[src/line_feed_pkg.sv]
// Constants shared by the line feed configuration bank and its helpers.
// Assumes a 100 MHz hclk; indices are word indices on the register bus.
package line_feed_pkg;

  // Register word indices, byte address is four times the index
  localparam logic [9:0] IDX_DETECT_STATUS = 10'h044;
  localparam logic [9:0] IDX_CLOSURE_DB    = 10'h045;
  localparam logic [9:0] IDX_TRIP_DB       = 10'h046;
  localparam logic [9:0] IDX_CUR_LIMIT     = 10'h047;
  localparam logic [9:0] IDX_ON_HOOK       = 10'h048;
  localparam logic [9:0] IDX_COMMON_MODE   = 10'h049;
  localparam logic [9:0] IDX_HIGH_BAT      = 10'h04A;
  localparam logic [9:0] IDX_LOW_BAT       = 10'h04B;

  // Field widths and positions
  localparam int DB_W        = 7;
  localparam int CUR_W       = 3;
  localparam int LEVEL_W     = 6;
  localparam int POLARITY_BIT = 6;
  localparam int STAT_CLOSURE_BIT = 0;
  localparam int STAT_TRIP_BIT    = 1;
  localparam int STAT_RAW_BIT     = 2;

  // Values after reset
  localparam logic [DB_W-1:0]    RST_CLOSURE_DB  = 7'h0A;
  localparam logic [DB_W-1:0]    RST_TRIP_DB     = 7'h0A;
  localparam logic [CUR_W-1:0]   RST_CUR_LIMIT   = 3'h0;
  localparam logic               RST_POLARITY    = 1'b0;
  localparam logic [LEVEL_W-1:0] RST_MAGNITUDE   = 6'h20;
  localparam logic [LEVEL_W-1:0] RST_COMMON_MODE = 6'h02;
  localparam logic [LEVEL_W-1:0] RST_HIGH_BAT    = 6'h32;
  localparam logic [LEVEL_W-1:0] RST_LOW_BAT     = 6'h10;

  // Debounce tick timing
  localparam int CLK_PERIOD_NS = 10;
  localparam int TICK_TIME_US  = 1250;
  localparam int TICK_CYCLES   = (TICK_TIME_US * 1000) / CLK_PERIOD_NS;

  function automatic logic idx_hit(input logic [9:0] idx, input logic [9:0] reg_idx);
    idx_hit = (idx == reg_idx);
  endfunction : idx_hit

endpackage : line_feed_pkg
[src/debounce_filter.sv]
// Steady state filter for one raw detector output.
// Assumes raw is synchronous to hclk and tick pulses once per step.
module debounce_filter #(
  parameter int W = line_feed_pkg::DB_W
) (
  input  wire logic         hclk,
  input  wire logic         hresetn,
  input  wire logic         tick,
  input  wire logic         raw,
  input  wire logic [W-1:0] limit,
  output logic              filtered
);
  logic         raw_q_ff;
  logic         filt_ff;
  logic [W-1:0] cnt_ff;

  always_ff @(posedge hclk or negedge hresetn) begin
    if (!hresetn) begin
      raw_q_ff <= 1'b0;
    end else begin
      raw_q_ff <= raw;
    end
  end

  // Any change of the raw level starts the interval again
  always_ff @(posedge hclk or negedge hresetn) begin
    if (!hresetn) begin
      cnt_ff  <= '0;
      filt_ff <= 1'b0;
    end else if (raw != raw_q_ff || raw_q_ff == filt_ff) begin
      cnt_ff <= '0;
    end else if (cnt_ff >= limit) begin
      filt_ff <= raw_q_ff;
      cnt_ff  <= '0;
    end else if (tick) begin
      cnt_ff <= cnt_ff + W'(1);
    end
  end

  assign filtered = filt_ff;

endmodule : debounce_filter

[src/debounce_tick.sv]
// Free running divider giving one pulse per debounce step.
// Assumes a single clock; CYCLES may be shortened for simulation.
module debounce_tick #(
  parameter int CYCLES = line_feed_pkg::TICK_CYCLES
) (
  input  wire logic hclk,
  input  wire logic hresetn,
  output logic      tick
);
  localparam int CNT_W = (CYCLES > 1) ? $clog2(CYCLES) : 1;
  localparam logic [CNT_W-1:0] LAST = CNT_W'(CYCLES - 1);

  logic [CNT_W-1:0] cnt_ff;

  always_ff @(posedge hclk or negedge hresetn) begin
    if (!hresetn) begin
      cnt_ff <= '0;
    end else if (cnt_ff == LAST) begin
      cnt_ff <= '0;
    end else begin
      cnt_ff <= cnt_ff + CNT_W'(1);
    end
  end

  assign tick = (cnt_ff == LAST);

endmodule : debounce_tick

[src/line_feed_config_regs.sv]
// Line feed configuration bank with its debounce filters, on AHB-Lite.
// Assumes one master, word transfers only, raw detector levels synchronous to hclk.
// Overview of operation
// - The loop closure debounce field holds 7 bits of 1.25 ms steps and resets to ten steps.
// - The ring trip debounce field holds 7 bits of 1.25 ms steps and resets to ten steps.
// - The 3-bit current limit code picks 20 mA to 41 mA in 3 mA steps.
// - Bit 6 of the on-hook register sets polarity, zero positive and one negative.
// - The 6-bit on-hook magnitude spans 0 V to 94.5 V in 1.5 V steps and resets to 48 V.
// - The common mode level drives tip in forward states and ring in reverse states.
// - The 6-bit common mode level spans 0 V to -94.5 V in 1.5 V steps and resets to -3 V.
// - The 6-bit high battery level spans 0 V to -94.5 V and resets to -75 V.
// - The 6-bit low battery level spans 0 V to -94.5 V and resets to -24 V.
// - The unfiltered detector level is visible and the filtered flags move only after debounce.
//
// Register access over AHB-Lite was left to the implementer.
module line_feed_config_regs #(
  parameter int ADDR_W      = 12,
  parameter int TICK_CYCLES = line_feed_pkg::TICK_CYCLES
) (
  input  wire logic                                hclk,
  input  wire logic                                hresetn,
  input  wire logic                                hsel,
  input  wire logic [ADDR_W-1:0]                   haddr,
  input  wire logic [1:0]                          htrans,
  input  wire logic                                hwrite,
  input  wire logic [2:0]                          hsize,
  input  wire logic [31:0]                         hwdata,
  input  wire logic                                hready,
  output logic                                     hreadyout,
  output logic                                     hresp,
  output logic [31:0]                              hrdata,
  input  wire logic                                closure_raw,
  input  wire logic                                trip_raw,
  output logic [line_feed_pkg::DB_W-1:0]           closure_debounce_count,
  output logic [line_feed_pkg::DB_W-1:0]           trip_debounce_count,
  output logic [line_feed_pkg::CUR_W-1:0]          current_limit_code,
  output logic                                     on_hook_polarity,
  output logic [line_feed_pkg::LEVEL_W-1:0]        on_hook_magnitude,
  output logic [line_feed_pkg::LEVEL_W-1:0]        common_mode_level,
  output logic [line_feed_pkg::LEVEL_W-1:0]        high_battery_level,
  output logic [line_feed_pkg::LEVEL_W-1:0]        low_battery_level,
  output logic                                     unfiltered_detect_out,
  output logic                                     filtered_closure_flag,
  output logic                                     filtered_trip_flag
);

  logic                                 accept;
  logic                                 wr_pend_ff;
  logic                                 rd_pend_ff;
  logic [9:0]                           idx_ff;
  logic [31:0]                          hrdata_ff;
  logic [31:0]                          nxt_rdata;
  logic [line_feed_pkg::DB_W-1:0]       closure_db_ff;
  logic [line_feed_pkg::DB_W-1:0]       trip_db_ff;
  logic [line_feed_pkg::CUR_W-1:0]      cur_limit_ff;
  logic                                 polarity_ff;
  logic [line_feed_pkg::LEVEL_W-1:0]    magnitude_ff;
  logic [line_feed_pkg::LEVEL_W-1:0]    common_mode_ff;
  logic [line_feed_pkg::LEVEL_W-1:0]    high_bat_ff;
  logic [line_feed_pkg::LEVEL_W-1:0]    low_bat_ff;
  logic                                 tick;
  logic                                 closure_filt;
  logic                                 trip_filt;

  // Bus address phase
  assign accept = hsel && hready && htrans[1];

  always_ff @(posedge hclk or negedge hresetn) begin
    if (!hresetn) begin
      wr_pend_ff <= 1'b0;
      rd_pend_ff <= 1'b0;
      idx_ff     <= '0;
    end else begin
      wr_pend_ff <= accept && hwrite;
      rd_pend_ff <= accept && !hwrite;
      if (accept) begin
        idx_ff <= haddr[11:2];
      end
    end
  end

  // One wait state on reads keeps hrdata straight from a flip-flop
  assign hreadyout = !rd_pend_ff;
  assign hresp     = 1'b0;

  // Write data phase; only the field bits are stored
  always_ff @(posedge hclk or negedge hresetn) begin
    if (!hresetn) begin
      closure_db_ff <= line_feed_pkg::RST_CLOSURE_DB;
      trip_db_ff    <= line_feed_pkg::RST_TRIP_DB;
    end else if (wr_pend_ff) begin
      if (line_feed_pkg::idx_hit(idx_ff, line_feed_pkg::IDX_CLOSURE_DB)) begin
        closure_db_ff <= hwdata[line_feed_pkg::DB_W-1:0];
      end
      if (line_feed_pkg::idx_hit(idx_ff, line_feed_pkg::IDX_TRIP_DB)) begin
        trip_db_ff <= hwdata[line_feed_pkg::DB_W-1:0];
      end
    end
  end

  always_ff @(posedge hclk or negedge hresetn) begin
    if (!hresetn) begin
      cur_limit_ff <= line_feed_pkg::RST_CUR_LIMIT;
      polarity_ff  <= line_feed_pkg::RST_POLARITY;
      magnitude_ff <= line_feed_pkg::RST_MAGNITUDE;
    end else if (wr_pend_ff) begin
      if (line_feed_pkg::idx_hit(idx_ff, line_feed_pkg::IDX_CUR_LIMIT)) begin
        cur_limit_ff <= hwdata[line_feed_pkg::CUR_W-1:0];
      end
      if (line_feed_pkg::idx_hit(idx_ff, line_feed_pkg::IDX_ON_HOOK)) begin
        polarity_ff  <= hwdata[line_feed_pkg::POLARITY_BIT];
        magnitude_ff <= hwdata[line_feed_pkg::LEVEL_W-1:0];
      end
    end
  end

  always_ff @(posedge hclk or negedge hresetn) begin
    if (!hresetn) begin
      common_mode_ff <= line_feed_pkg::RST_COMMON_MODE;
      high_bat_ff    <= line_feed_pkg::RST_HIGH_BAT;
      low_bat_ff     <= line_feed_pkg::RST_LOW_BAT;
    end else if (wr_pend_ff) begin
      if (line_feed_pkg::idx_hit(idx_ff, line_feed_pkg::IDX_COMMON_MODE)) begin
        common_mode_ff <= hwdata[line_feed_pkg::LEVEL_W-1:0];
      end
      // Ordering of the two battery levels is left to software
      if (line_feed_pkg::idx_hit(idx_ff, line_feed_pkg::IDX_HIGH_BAT)) begin
        high_bat_ff <= hwdata[line_feed_pkg::LEVEL_W-1:0];
      end
      if (line_feed_pkg::idx_hit(idx_ff, line_feed_pkg::IDX_LOW_BAT)) begin
        low_bat_ff <= hwdata[line_feed_pkg::LEVEL_W-1:0];
      end
    end
  end

  // Read mux, reserved and unmapped bits read zero
  always_comb begin
    nxt_rdata = 32'h00000000;
    case (idx_ff)
      line_feed_pkg::IDX_DETECT_STATUS: begin
        nxt_rdata[line_feed_pkg::STAT_CLOSURE_BIT] = closure_filt;
        nxt_rdata[line_feed_pkg::STAT_TRIP_BIT]    = trip_filt;
        nxt_rdata[line_feed_pkg::STAT_RAW_BIT]     = unfiltered_detect_out;
      end
      line_feed_pkg::IDX_CLOSURE_DB: begin
        nxt_rdata[line_feed_pkg::DB_W-1:0] = closure_db_ff;
      end
      line_feed_pkg::IDX_TRIP_DB: begin
        nxt_rdata[line_feed_pkg::DB_W-1:0] = trip_db_ff;
      end
      line_feed_pkg::IDX_CUR_LIMIT: begin
        nxt_rdata[line_feed_pkg::CUR_W-1:0] = cur_limit_ff;
      end
      line_feed_pkg::IDX_ON_HOOK: begin
        nxt_rdata[line_feed_pkg::POLARITY_BIT]  = polarity_ff;
        nxt_rdata[line_feed_pkg::LEVEL_W-1:0]   = magnitude_ff;
      end
      line_feed_pkg::IDX_COMMON_MODE: begin
        nxt_rdata[line_feed_pkg::LEVEL_W-1:0] = common_mode_ff;
      end
      line_feed_pkg::IDX_HIGH_BAT: begin
        nxt_rdata[line_feed_pkg::LEVEL_W-1:0] = high_bat_ff;
      end
      line_feed_pkg::IDX_LOW_BAT: begin
        nxt_rdata[line_feed_pkg::LEVEL_W-1:0] = low_bat_ff;
      end
      default: begin
        nxt_rdata = 32'h00000000;
      end
    endcase
  end

  always_ff @(posedge hclk or negedge hresetn) begin
    if (!hresetn) begin
      hrdata_ff <= 32'h00000000;
    end else if (rd_pend_ff) begin
      hrdata_ff <= nxt_rdata;
    end
  end

  assign hrdata = hrdata_ff;

  // Detector filtering
  debounce_tick #(
    .CYCLES (TICK_CYCLES)
  ) u_tick (
    .hclk    (hclk),
    .hresetn (hresetn),
    .tick    (tick)
  );

  debounce_filter #(
    .W (line_feed_pkg::DB_W)
  ) u_closure (
    .hclk     (hclk),
    .hresetn  (hresetn),
    .tick     (tick),
    .raw      (closure_raw),
    .limit    (closure_db_ff),
    .filtered (closure_filt)
  );

  debounce_filter #(
    .W (line_feed_pkg::DB_W)
  ) u_trip (
    .hclk     (hclk),
    .hresetn  (hresetn),
    .tick     (tick),
    .raw      (trip_raw),
    .limit    (trip_db_ff),
    .filtered (trip_filt)
  );

  // Low while either threshold is exceeded
  assign unfiltered_detect_out = !(closure_raw || trip_raw);
  assign filtered_closure_flag = closure_filt;
  assign filtered_trip_flag    = trip_filt;

  assign closure_debounce_count = closure_db_ff;
  assign trip_debounce_count    = trip_db_ff;
  assign current_limit_code     = cur_limit_ff;
  assign on_hook_polarity       = polarity_ff;
  assign on_hook_magnitude      = magnitude_ff;
  // Tip or ring selection by feed direction happens in the analog feed
  assign common_mode_level      = common_mode_ff;
  assign high_battery_level     = high_bat_ff;
  assign low_battery_level      = low_bat_ff;

  // Checks
  closure_reset_a: assert property (@(posedge hclk) $rose(hresetn) |-> closure_debounce_count == 7'h0A)
    else $error("closure debounce reset value wrong");

  closure_write_a: assert property (@(posedge hclk) disable iff (!hresetn)
    wr_pend_ff && idx_ff == 10'h045 |=> closure_debounce_count == $past(hwdata[6:0]))
    else $error("closure debounce write lost");

  trip_write_a: assert property (@(posedge hclk) disable iff (!hresetn)
    wr_pend_ff && idx_ff == 10'h046 |=> trip_debounce_count == $past(hwdata[6:0]))
    else $error("trip debounce write lost");

  limit_read_a: assert property (@(posedge hclk) disable iff (!hresetn)
    rd_pend_ff && idx_ff == 10'h047 |=> hreadyout && hrdata == {29'h0, current_limit_code})
    else $error("current limit read wrong");

  limit_write_a: assert property (@(posedge hclk) disable iff (!hresetn)
    wr_pend_ff && idx_ff == 10'h047 |=> current_limit_code == $past(hwdata[2:0]))
    else $error("current limit write lost");

  polarity_write_a: assert property (@(posedge hclk) disable iff (!hresetn)
    wr_pend_ff && idx_ff == 10'h048 |=> on_hook_polarity == $past(hwdata[6]) &&
    on_hook_magnitude == $past(hwdata[5:0]))
    else $error("on-hook write wrong");

  magnitude_reset_a: assert property (@(posedge hclk) $rose(hresetn) |->
    on_hook_magnitude == 6'h20 && !on_hook_polarity)
    else $error("on-hook reset value wrong");

  common_hold_a: assert property (@(posedge hclk) disable iff (!hresetn)
    !(wr_pend_ff && idx_ff == 10'h049) |=> $stable(common_mode_level))
    else $error("common mode changed without a write");

  common_reset_a: assert property (@(posedge hclk) $rose(hresetn) |-> common_mode_level == 6'h02)
    else $error("common mode reset value wrong");

  battery_reset_a: assert property (@(posedge hclk) $rose(hresetn) |->
    high_battery_level == 6'h32 && low_battery_level == 6'h10)
    else $error("battery reset values wrong");

  high_bat_write_a: assert property (@(posedge hclk) disable iff (!hresetn)
    wr_pend_ff && idx_ff == 10'h04A |=> high_battery_level == $past(hwdata[5:0]) &&
    $stable(low_battery_level))
    else $error("high battery write wrong");

  low_bat_write_a: assert property (@(posedge hclk) disable iff (!hresetn)
    wr_pend_ff && idx_ff == 10'h04B |=> low_battery_level == $past(hwdata[5:0]) &&
    $stable(high_battery_level))
    else $error("low battery write wrong");

  filter_steady_a: assert property (@(posedge hclk) disable iff (!hresetn)
    $changed(filtered_closure_flag) |-> $past(closure_raw, 2) == filtered_closure_flag &&
    $past(closure_raw) == filtered_closure_flag)
    else $error("closure flag moved without a steady raw level");

  trip_steady_a: assert property (@(posedge hclk) disable iff (!hresetn)
    $changed(filtered_trip_flag) |-> $past(trip_raw, 2) == filtered_trip_flag &&
    $past(trip_raw) == filtered_trip_flag)
    else $error("trip flag moved without a steady raw level");

  status_read_a: assert property (@(posedge hclk) disable iff (!hresetn)
    rd_pend_ff && idx_ff == 10'h044 |=> hrdata[31:3] == 29'h0 &&
    hrdata[1:0] == $past({trip_filt, closure_filt}))
    else $error("status read wrong");

  // Holes in the map must never leak stale read data
  unmapped_read_a: assert property (@(posedge hclk) disable iff (!hresetn)
    rd_pend_ff && idx_ff > 10'h04B |=> hrdata == 32'h00000000)
    else $error("unmapped read not zero");

  trip_restart_a: assert property (@(posedge hclk) disable iff (!hresetn)
    trip_raw != $past(trip_raw) |=> $stable(filtered_trip_flag))
    else $error("trip flag moved right after a raw change");

  closure_restart_a: assert property (@(posedge hclk) disable iff (!hresetn)
    closure_raw != $past(closure_raw) |=> $stable(filtered_closure_flag))
    else $error("closure flag moved right after a raw change");

endmodule : line_feed_config_regs

[config.mk]
export PLATFORM = sky130hd
export DESIGN_NAME = line_feed_config_regs
export DESIGN_NICKNAME = d
export VERILOG_FILES = /design/src/line_feed_pkg.sv /design/src/debounce_filter.sv /design/src/debounce_tick.sv /design/src/line_feed_config_regs.sv
export SDC_FILE = /design/constraint.sdc
export NUM_CORES = 1
export LEC_CHECK = 0
export BUFFER_PORTS_ARGS = -buffer_cell sky130_fd_sc_hd__clkbuf_2
export CORE_AREA = 2 2 98 100
export DETAILED_ROUTE_END_ITERATION = 12
export DIE_AREA = 0 0 100 102
export PLACE_DENSITY = 0.95
export SETUP_SLACK_MARGIN = 0.4
export SLEW_MARGIN = 20
export SYNTH_ARGS = -nofsm -noshare
export SYNTH_HDL_FRONTEND = slang
export SYNTH_SLANG_ARGS = --single-unit
[constraint.sdc]
create_clock -name hclk -period 2.8 [get_ports hclk]
set_input_delay 0.56 -clock hclk [delete_from_list [all_inputs] [get_ports hclk]]
set_output_delay 0.56 -clock hclk [all_outputs]
set_load 0.005 [all_outputs]
# == Word-level counts from Yosys, hierarchy flattened ==
# Index checks and enable logic that the tools add are counted.
# classes
addsub,3
multipliers,0
div,0
magnitude_cmp,2
n_eq_ne,13
shifts,0
n_mux,10
n_bitwise,2
reduce_logical,21
# op_table
operator,n
$eq A10 B7 Y1 const B,8
$mux W7,6
$pmux W3 S8,1
$pmux W3 S6,1
$reduce_and A2 Y1,9
$add A17 B1 Y17 const B,1
$eq A17 B17 Y1 const B,1
$mux W17,1
$add A7 B1 Y7 const B,2
$ge A7 B7 Y1,2
$reduce_bool A3 Y1,2
$logic_and A1 B1 Y1,4
$logic_not A1 Y1,3
$logic_or A1 B1 Y1,3
$pmux W1 S3,1
$eq A1 B1 Y1,2
$ne A1 B1 Y1,2
$not A1 Y1,2
# totals
reg_bits,96
latch_bits,0
mem_bits_rw,0
mem_bits_ro,0
in_bits,56
out_inout_bits,79
word_cells,70
n_memories,0

# == Depth between registers and ports, before layout ==
# Gate-level depths: netlist of run 1.
# depth
word_depth,4
ltp_mapped,7
depth_no_buf,6

# == Cells and area by module ==
# A second synthesis of run 1 with hierarchy kept.
# unflattened
cells_unflattened,435
hier_area_um2,5162.5
# modules_own_cells
module,instances,cells_each,area_per_inst_um2,seq_area_each_um2
line_feed_config_regs,1,237,3133.0,1539.0
debounce_filter,2,61,598.1,225.2
debounce_tick,1,76,833.3,425.4

# == Worst setup path after synthesis of run 1 ==
# No wires, ideal clock.
# synth_timing
path_type,reg-to-reg
startpoint,register idx_ff[5]
endpoint,register common_mode_ff (netlist bit common_mode_level[0])
setup_time_ns,0.125
arrival_ns,1.663
required_ns,2.675
slack_ns,1.012
stages_incl_launch_ff,5
n_path_buf,0
period_less_slack_ns,1.788
path_cell_list,dfrtp_1 nor4b_2 nand4_2 nor3b_2 mux2_2
# synth_via
elab_chain_cells,2
# synth_lines
element,line,text
start: declaration,line_feed_config_regs.sv:50,logic [9:0] idx_ff;
start signal: assignment,line_feed_config_regs.sv:77,idx_ff <= haddr[11:2];
$eq A10 B7 Y1,line_feed_pkg.sv:40,idx_hit = (idx == reg_idx);
$reduce_and A2 Y1 (no line),-,
end signal: assignment,line_feed_config_regs.sv:119,common_mode_ff <= line_feed_pkg::RST_COMMON_MODE;
end signal: assignment,line_feed_config_regs.sv:124,common_mode_ff <= hwdata[line_feed_pkg::LEVEL_W-1:0];
end: declaration,line_feed_config_regs.sv:58,logic [line_feed_pkg::LEVEL_W-1:0] common_mode_ff;
# No other way between the ends.
# A chain may end at the register's enable or synchronous reset.

# == Worst setup path after layout of run 1 ==
# layout_timing
startpoint,register u_tick.cnt_ff[3]
endpoint,register u_trip.cnt_ff[2]
# layout_via
elab_chain_cells,2
# layout_lines
element,line,text
start: declaration,debounce_tick.sv:13,logic [CNT_W-1:0] cnt_ff;
start signal: assignment,debounce_tick.sv:21,cnt_ff <= cnt_ff + CNT_W'(1);
$eq A17 B17 Y1,debounce_tick.sv:25,assign tick = (cnt_ff == LAST);
$reduce_bool A3 Y1 (no line),-,
end signal: assignment,debounce_filter.sv:36,cnt_ff <= cnt_ff + W'(1);
end: declaration,debounce_filter.sv:15,logic [W-1:0] cnt_ff;
# No other way between the ends.

==> results.txt, run 1 <==
status: complete, no violations
effective utilization at floorplan: 55.67%
Post-Syn Area: 5071 sq um
most used flip-flop cell after synthesis: dfrtp_1
Pwr Density: 498.2 nW/um^2
Area contributors post-synth: dfrtp_1 42%, mux2_2 12%, dfstp_2 5.2%
sequential power share: 53.4%
Net Sw Power: 0.7780 mW
RSZ-0062 raised after global routing: false
Routed WL per cell: 19.34 microns
ys async rst share: 100.0%
DIE HEIGHT: 102 microns
antenna violations before repair: 0
synthesized area per cell: 11.53 sq um
Worst-path clk slew: 0.10 ns
nets: 591
Setup TNS: 0 ns
vias in the first global route: 3991
Setup Slack @ Placement: 0.6190 ns
footprint of the multi-input gates: 2412 sq um
clock tree buffer depth: 2
Switching Fraction: 27.41%
core area: 9109 sq um
initial detailed-routing violation count: 331
number of CTS-inserted buffers: 9
PostCTS Resize Cnt: 0
LEAKAGE: 2.653 nW
post-synthesis cell count: 440
CP peak stage delay: 0.64 ns
final wirelength: 12260 microns
final slew viol count: 0
setup bufs post-CTS: 0
Synth area leader: dfrtp_1
Worst-Margin Slew: 0.7642 ns
worst setup margin: 0.5444 ns
worst-path maximum fanout: 22
Clock Power Share: 34.5%
PortBufs: 77
slew margin rel.: 49.06%
Slowest-stage cell, CP: or4_1
grt ovf: 0
Post-DP Area: 5474 sq um
worst path cell trace: nor3b_2 > nand2_1 > or4_1 > a21oi_1
routed via count: 3987
Synth Register Bits: 96
cts hold-fix bufs: 0
RD Place Congestion: 0.9241
fillers: 635
Crit path required time: 3.09 ns
pin count of the biggest net entering global routing: 57
GRT Total Usage: 25.15%
Syn-to-layout area delta: 12.34%
Max-cap violations: 0
# H-tree levels: 3
post-route minimum period: 2.256 ns
YS warnings: 0
CP Capture Type: flop
combinational share of power: 12.1%
Die W: 100 microns
Hold Path Class: primary input to asynchronous set/reset pin
Hold Fails Final Rpt: 0
post-route clock period utilization: 80.56%
path type of the worst setup path: flop to flop
Clock Root Buffer: clkbuf_8
maximum vdd drop: 0.2530 mV
fmax: 0.4433 GHz
CP Buf/Inv Count: 0
DRT Pass-1 Iters: 5
IO Pins: 135
Post-synth EDFFs: 0
Reg2Reg Setup Slack: 0.54 ns
delay-heaviest family, CP: simple AND/OR/NAND/NOR gates
Ant. Diodes: 0
Die ar.: 10200 sq um
DRC viols: 0
Synth top area share: 42.44%
cell row count: 35
CP startpoint kind: flop
Power Internal: 2.060 mW
post-DP HPWL: 8585 microns
Worst Skew: 0.01504 ns
sequential fraction of the synthesis area: 47.62%
CTS tree: yes
Cell variety after synth: 49
vias per cell: 6.289
later-pin clock latency in the skew report: 0.37 ns
design area: 5697 sq um
final setup fails: 0
Final ANT Viol Nets: 0
register area: 2415 sq um
first-pass GRT wire length: 19880 microns
CP arrival: 2.55 ns
Clock Sink Count: 96
share of layout cells above drive strength 1: 34.03%
==> cell families (layout without fill, tap and decap cells) <==
logic type,Yosys count,in the layout,share of synthesized area (%)
AOI/OAI and AO/OA,78,78,10.58
xor gates and xnor gates,11,11,1.900
adders and majority gates,17,17,4.194
buffers and inverters,61,119,6.835
DFF,96,96,47.62
muxes,61,61,14.58
other,1,26,0.07395
and+or+nand+nor,115,115,14.21
==> per-layer routing <==
| metal | GRT usage [%] | vias up | wire (microns) |
|---|---|---|---|
| met1 | 31.24 | 1980 | 4978 |
| met2 | 43.09 | 229 | 6113 |
| met5 | 0 | - | 0 |
| met4 | 9.694 | 0 | 274 |
| met3 | 5.882 | 33 | 896 |
| li1 | - | 1745 | - |
==> stage by stage <==
stage	hold slack (ns)	total power, mW	cells	utilization (%)
final	0.1514	2.838	634	62.54
after global routing	0.1946	2.928	634	62.54
after global placement	0.4616	1.844	618	60.10
after detailed placement	0.4730	1.874	618	60.10
after floorplan	0.2644	1.741	465	-
after CTS	0.1674	2.836	634	62.45
==> synth_stat cells (8+ instances only) <==
library cell,n
o31ai_1,12
dfrtp_1,86
inv_1,21
o21ai_0,9
a21oi_1,19
dfstp_2,10
nand2_1,12
mux2_2,53
or4_1,10
ha_1,17
nand3_1,21
nand4_1,11
nor2_1,14
o211ai_1,8
buf_4,26
==> cells in the final DEF (no fill, tap or decap), drive strengths merged, types with 3 or more instances in the layout <==
cell type | Yosys | layout
conb | 1 | 26
a21oi | 19 | 19
o2bb2ai | 3 | 3
mux2i | 3 | 3
xnor2 | 7 | 7
inv | 21 | 23
nand4 | 15 | 15
and2 | 4 | 4
a22oi | 4 | 4
nand2b | 5 | 5
o21ai | 9 | 9
nor2 | 14 | 14
nor4b | 3 | 3
and3 | 7 | 7
a31oi | 3 | 3
nor2b | 6 | 6
mux2 | 53 | 53
nand2 | 12 | 12
nor3 | 7 | 7
clkbuf | 6 | 88
mux4 | 5 | 5
a22o | 4 | 4
dfstp | 10 | 10
and4 | 6 | 6
buf | 34 | 6
o211ai | 8 | 8
dfrtp | 86 | 86
or4 | 10 | 10
nand3 | 21 | 21
xor2 | 4 | 4
o31ai | 12 | 12
ha | 17 | 17
o21a | 4 | 4
==> power by group through the flow <==
stage	sequential (mW)	clock [mW]	combinational, mW
after global placement	1.53	0	0.310
after detailed placement	1.54	0	0.334
after CTS	1.51	0.982	0.340
after floorplan	1.50	0	0.245
after global routing	1.52	1.03	0.375
final	1.52	0.978	0.344
==> registers in the layout, indices dropped and copies added (netlist names), 3 cells and up <==
signal / cells
closure_debounce_count: 7
common_mode_level: 6
current_limit_code: 3
high_battery_level: 6
hrdata: 7
idx_ff: 10
low_battery_level: 6
on_hook_magnitude: 6
trip_debounce_count: 7
u_closure.cnt_ff: 7
u_tick.cnt_ff: 17
u_trip.cnt_ff: 7
==> final timing paths <==
check,to,start,cells after the start
max in group asynchronous,closure_debounce_count[3],hresetn,2
hold reg to reg,u_tick.cnt_ff[0],u_tick.cnt_ff[0],1
min in group hclk,rd_pend_ff,hwrite,2
hold / removal,common_mode_level[4],hresetn,1
setup / recovery,u_trip.cnt_ff[2],u_tick.cnt_ff[3],4
setup reg to reg,u_trip.cnt_ff[2],u_tick.cnt_ff[3],4
==> cell type report <==
type,count,share of cell area [%]
clock inverter,4,1.032
timing repair buffer,82,7.687
sequential,96,42.39
inverter,21,1.384
tap,111,2.438
clock buffer,12,2.723
multi-input combinational,308,42.35
No activity file was read; power rests on OpenSTA's default activity.
==> inputs of run 2 (changes only) <==
--- a/config.mk
+++ b/config.mk
@@ -5,11 +5,12 @@
 export SDC_FILE = /design/constraint.sdc
 export NUM_CORES = 1
 export LEC_CHECK = 0
+export ABC_AREA = 1
 export BUFFER_PORTS_ARGS = -buffer_cell sky130_fd_sc_hd__clkbuf_2
-export CORE_AREA = 2 2 98 100
+export CORE_AREA = 2 2 104 106
 export DETAILED_ROUTE_END_ITERATION = 12
-export DIE_AREA = 0 0 100 102
-export PLACE_DENSITY = 0.95
+export DIE_AREA = 0 0 106 108
+export PLACE_DENSITY = 0.9
 export SETUP_SLACK_MARGIN = 0.4
 export SLEW_MARGIN = 20
 export SYNTH_ARGS = -nofsm -noshare
==> constraint.sdc (replaced) <==
create_clock -name hclk -period 2.08 [get_ports hclk]
set_input_delay 0.416 -clock hclk [delete_from_list [all_inputs] [get_ports hclk]]
set_output_delay 0.416 -clock hclk [all_outputs]
set_load 0.005 [all_outputs]
==> run 2 against run 1 <==
  * Maximum frequency is 32% higher
  * Setup slack lost 0.18 ns
  * Combinational power down 3%
  * Critical path depth grew 4
  * Non-clock buffer count increased by 46
  * Largest power group unchanged
  * Highest routed layer unchanged
==> results.txt, run 2 <==
status: complete, no violations
grt ovf: 0 (unchanged)
Routed WL per cell: 15.50 microns (-20%)
Worst-path clk slew: 0.11 ns (about the same)
DIE HEIGHT: 108 microns (+5.9%)
Pwr Density: 524.8 nW/um^2 (+5.4%)
worst-path maximum fanout: 3 (-86%)
path type of the worst setup path: flop to flop
final slew viol count: 0 (unchanged)
post-route clock period utilization: 82.34% (+1.8 points)
first-pass GRT wire length: 21620 microns (+8.8%)
share of layout cells above drive strength 1: 29.64% (-4.4 points)
synth cell count leaders: 155 x nand2_1, 86 x dfrtp_1, 75 x nor2_1
fin util: 64.78% (+2.2 points)
sequential power share: 56.2% (+2.8 points)
Crit path required time: 2.34 ns (-0.75 ns)
fillers: 747 (+18%)
post-synthesis cell count: 673 (+53%)
Largest regs: u_tick.cnt_ff x17, idx_ff x10
RSZ-0062 raised after global routing: true
worst flop-to-flop path startpoint: trip_debounce_count[1]
slew margin rel.: 41.32% (-7.7 points)
RD Place Congestion: 0.9725 (+5.2%)
most common cell after layout, fill and taps aside: nand2_1
fmax: 0.5839 GHz (+32%)
footprint of the multi-input gates: 2739 sq um (+14%)
CP Launch Point: trip_debounce_count[1]
final setup fails: 0 (unchanged)
effective utilization at floorplan: 53.33% (-2.3 points)
cell row count: 37 (+5.7%)
max reg flops: 17 (unchanged)
CTS tree: yes
design area: 6628 sq um (+16%)
combinational share of power: 9.6% (-2.5 points)
sequential fraction of the synthesis area: 44.26% (-3.4 points)
CP startpoint kind: flop
Post-DP Area: 5869 sq um (+7.2%)
vias per cell: 5.470 (-13%)
cells on worst reg2reg path: 8 (+4)
Worst Skew: 0.01845 ns (+0.003411 ns)
# H-tree levels: 3 (unchanged)
Post-Syn Area: 5456 sq um (+7.6%)
core area: 10230 sq um (+12%)
Setup TNS: 0 ns (unchanged)
ys async rst share: 100.0% (unchanged)
Syn-to-layout area delta: 21.46%
Hold Fails Final Rpt: 0 (unchanged)
DRC viols: 0 (unchanged)
most frequent cells in the layout: 150 x nand2_1, 84 x dfrtp_1, 76 x clkbuf_2, 69 x inv_1, 69 x nor2_1
Net Sw Power: 1.009 mW (+30%)
top-count cell post-synth: nand2_1
Clock Power Share: 34.2% (-0.3 points)
number of CTS-inserted buffers: 9 (unchanged)
DRT Pass-1 Iters: 7 (+2)
YS warnings: 0 (unchanged)
Final ANT Viol Nets: 0 (unchanged)
Die ar.: 11450 sq um (+12%)
LEAKAGE: 3.560 nW (+34%)
Cell variety after synth: 40 (-18%)
most used flip-flop cell after synthesis: dfrtp_1
post-route minimum period: 1.713 ns (-0.5429 ns)
routed via count: 5136 (+29%)
Worst-Margin Slew: 0.8802 ns (+0.1160 ns)
Die W: 106 microns (+6.0%)
Area contributors post-synth: dfrtp_1 39%, nand2_1 11%, nor2_1 5.2%
Ant. Diodes: 0 (unchanged)
Power Internal: 2.470 mW (+20%)
Switching Fraction: 28.99% (+1.6 points)
Max-cap violations: 0 (unchanged)
CP Capture Type: flop
maximum vdd drop: 0.4146 mV (+64%)
PortBufs: 77 (unchanged)
Clock Sink Count: 96 (unchanged)
post-DP HPWL: 9713 microns (+13%)
Top reg by flops: u_tick.cnt_ff
clock tree buffer depth: 2 (unchanged)
pin count of the biggest net entering global routing: 46 (-19%)
register area: 2417 sq um (+0.10%)
antenna violations before repair: 0 (unchanged)
GRT Total Usage: 23.84% (-1.3 points)
Hold Path Class: primary input to asynchronous set/reset pin
vias in the first global route: 4614 (+16%)
final wirelength: 14560 microns (+19%)
Synth top area share: 39.44% (-3.0 points)
nets: 871 (+47%)
Synth area leader: dfrtp_1
Clock Root Buffer: clkbuf_8
synthesized area per cell: 8.108 sq um (-30%)
later-pin clock latency in the skew report: 0.39 ns (+0.02 ns)
IO Pins: 135 (unchanged)
Post-synth EDFFs: 0 (unchanged)
CP arrival: 1.98 ns (-0.57 ns)
Synth Register Bits: 96 (unchanged)
initial detailed-routing violation count: 395 (+19%)
## run 2: final timing paths
path / end / slack (ns)
worst max-delay path: u_trip.cnt_ff[3] / 0.37
worst min-delay path: high_battery_level[3] / 0.007
worst max register to register: u_trip.cnt_ff[3] / 0.37
worst min register to register: on_hook_magnitude[5] / 0.50
max in group asynchronous: u_tick.cnt_ff[12] / 1.38
min in group hclk: u_trip.raw_q_ff / 0.21
## run 2: cell families after synthesis
| group | count (synthesis) | share of synthesized area (%) |
|---|---|---|
| and+or+nand+nor | 343 | 29.76 |
| buffers and inverters | 121 | 11.24 |
| DFF | 96 | 44.26 |
| AOI/OAI and AO/OA | 85 | 9.127 |
| adders and majority gates | 17 | 3.898 |
| xor gates and xnor gates | 9 | 1.445 |
| other | 1 | 0.06873 |
| muxes | 1 | 0.2064 |
## run 2: layout make-up
cell class | instances | area share [%]
clock buffer | 9 | 1.869
clock inverter | 7 | 0.8873
inverter | 80 | 4.757
multi-input combinational | 483 | 41.33
sequential | 96 | 36.47
tap | 136 | 2.567
timing repair buffer | 128 | 12.12
## run 2: repair_timing
item,4_1_cts,5_1_grt
resized for setup,13,41
buffers inserted,4,39
pin swaps,4,20
gates cloned,0,2
endpoints found under the setup margin,36,56
hold buffers,0,0
## run 2: routing by layer
metal	up-vias	share of wire, %	GRT usage, %	routed length [microns]
met1	2440	39	30.98	5697
met3	58	8.0	4.641	1160
li1	2384	-	-	-
met4	0	3.8	10.43	559
met2	254	49	39.17	7142
met5	-	0	0	0
## run 2: critical path, stage by stage (launching register included)
cell	delay (ns)
dfstp_2	0.55
inv_1	0.05
ha_1	0.29
nand2_1	0.07
o21ai_2	0.15
nand3_2	0.13
buf_4	0.18
nand4_1	0.12
a21oi_2	0.05
## run 2: power groups by stage
stage | Sequential (mW) | Combinational [mW] | Clock (mW)
finish | 1.96 | 0.332 | 1.19
CTS | 1.95 | 0.308 | 1.19
floorplan | 1.98 | 0.208 | 0
global route | 1.96 | 0.366 | 1.27
detailed placement | 1.99 | 0.306 | 0
global placement | 1.98 | 0.296 | 0
## run 2: per-stage QoR
step           setup slack [ns]  total power [mW]  hold slack [ns]  cells
5_1_grt                  0.2431             3.600          0.03223    939
3_3_place_gp             0.3066             2.280           0.4376    878
6_report                 0.3673             3.478         0.006918    939
2_1_floorplan            0.4280             2.187           0.1204    698
4_1_cts                  0.3805             3.448          0.02127    898
3_5_place_dp             0.2423             2.293           0.4402    878
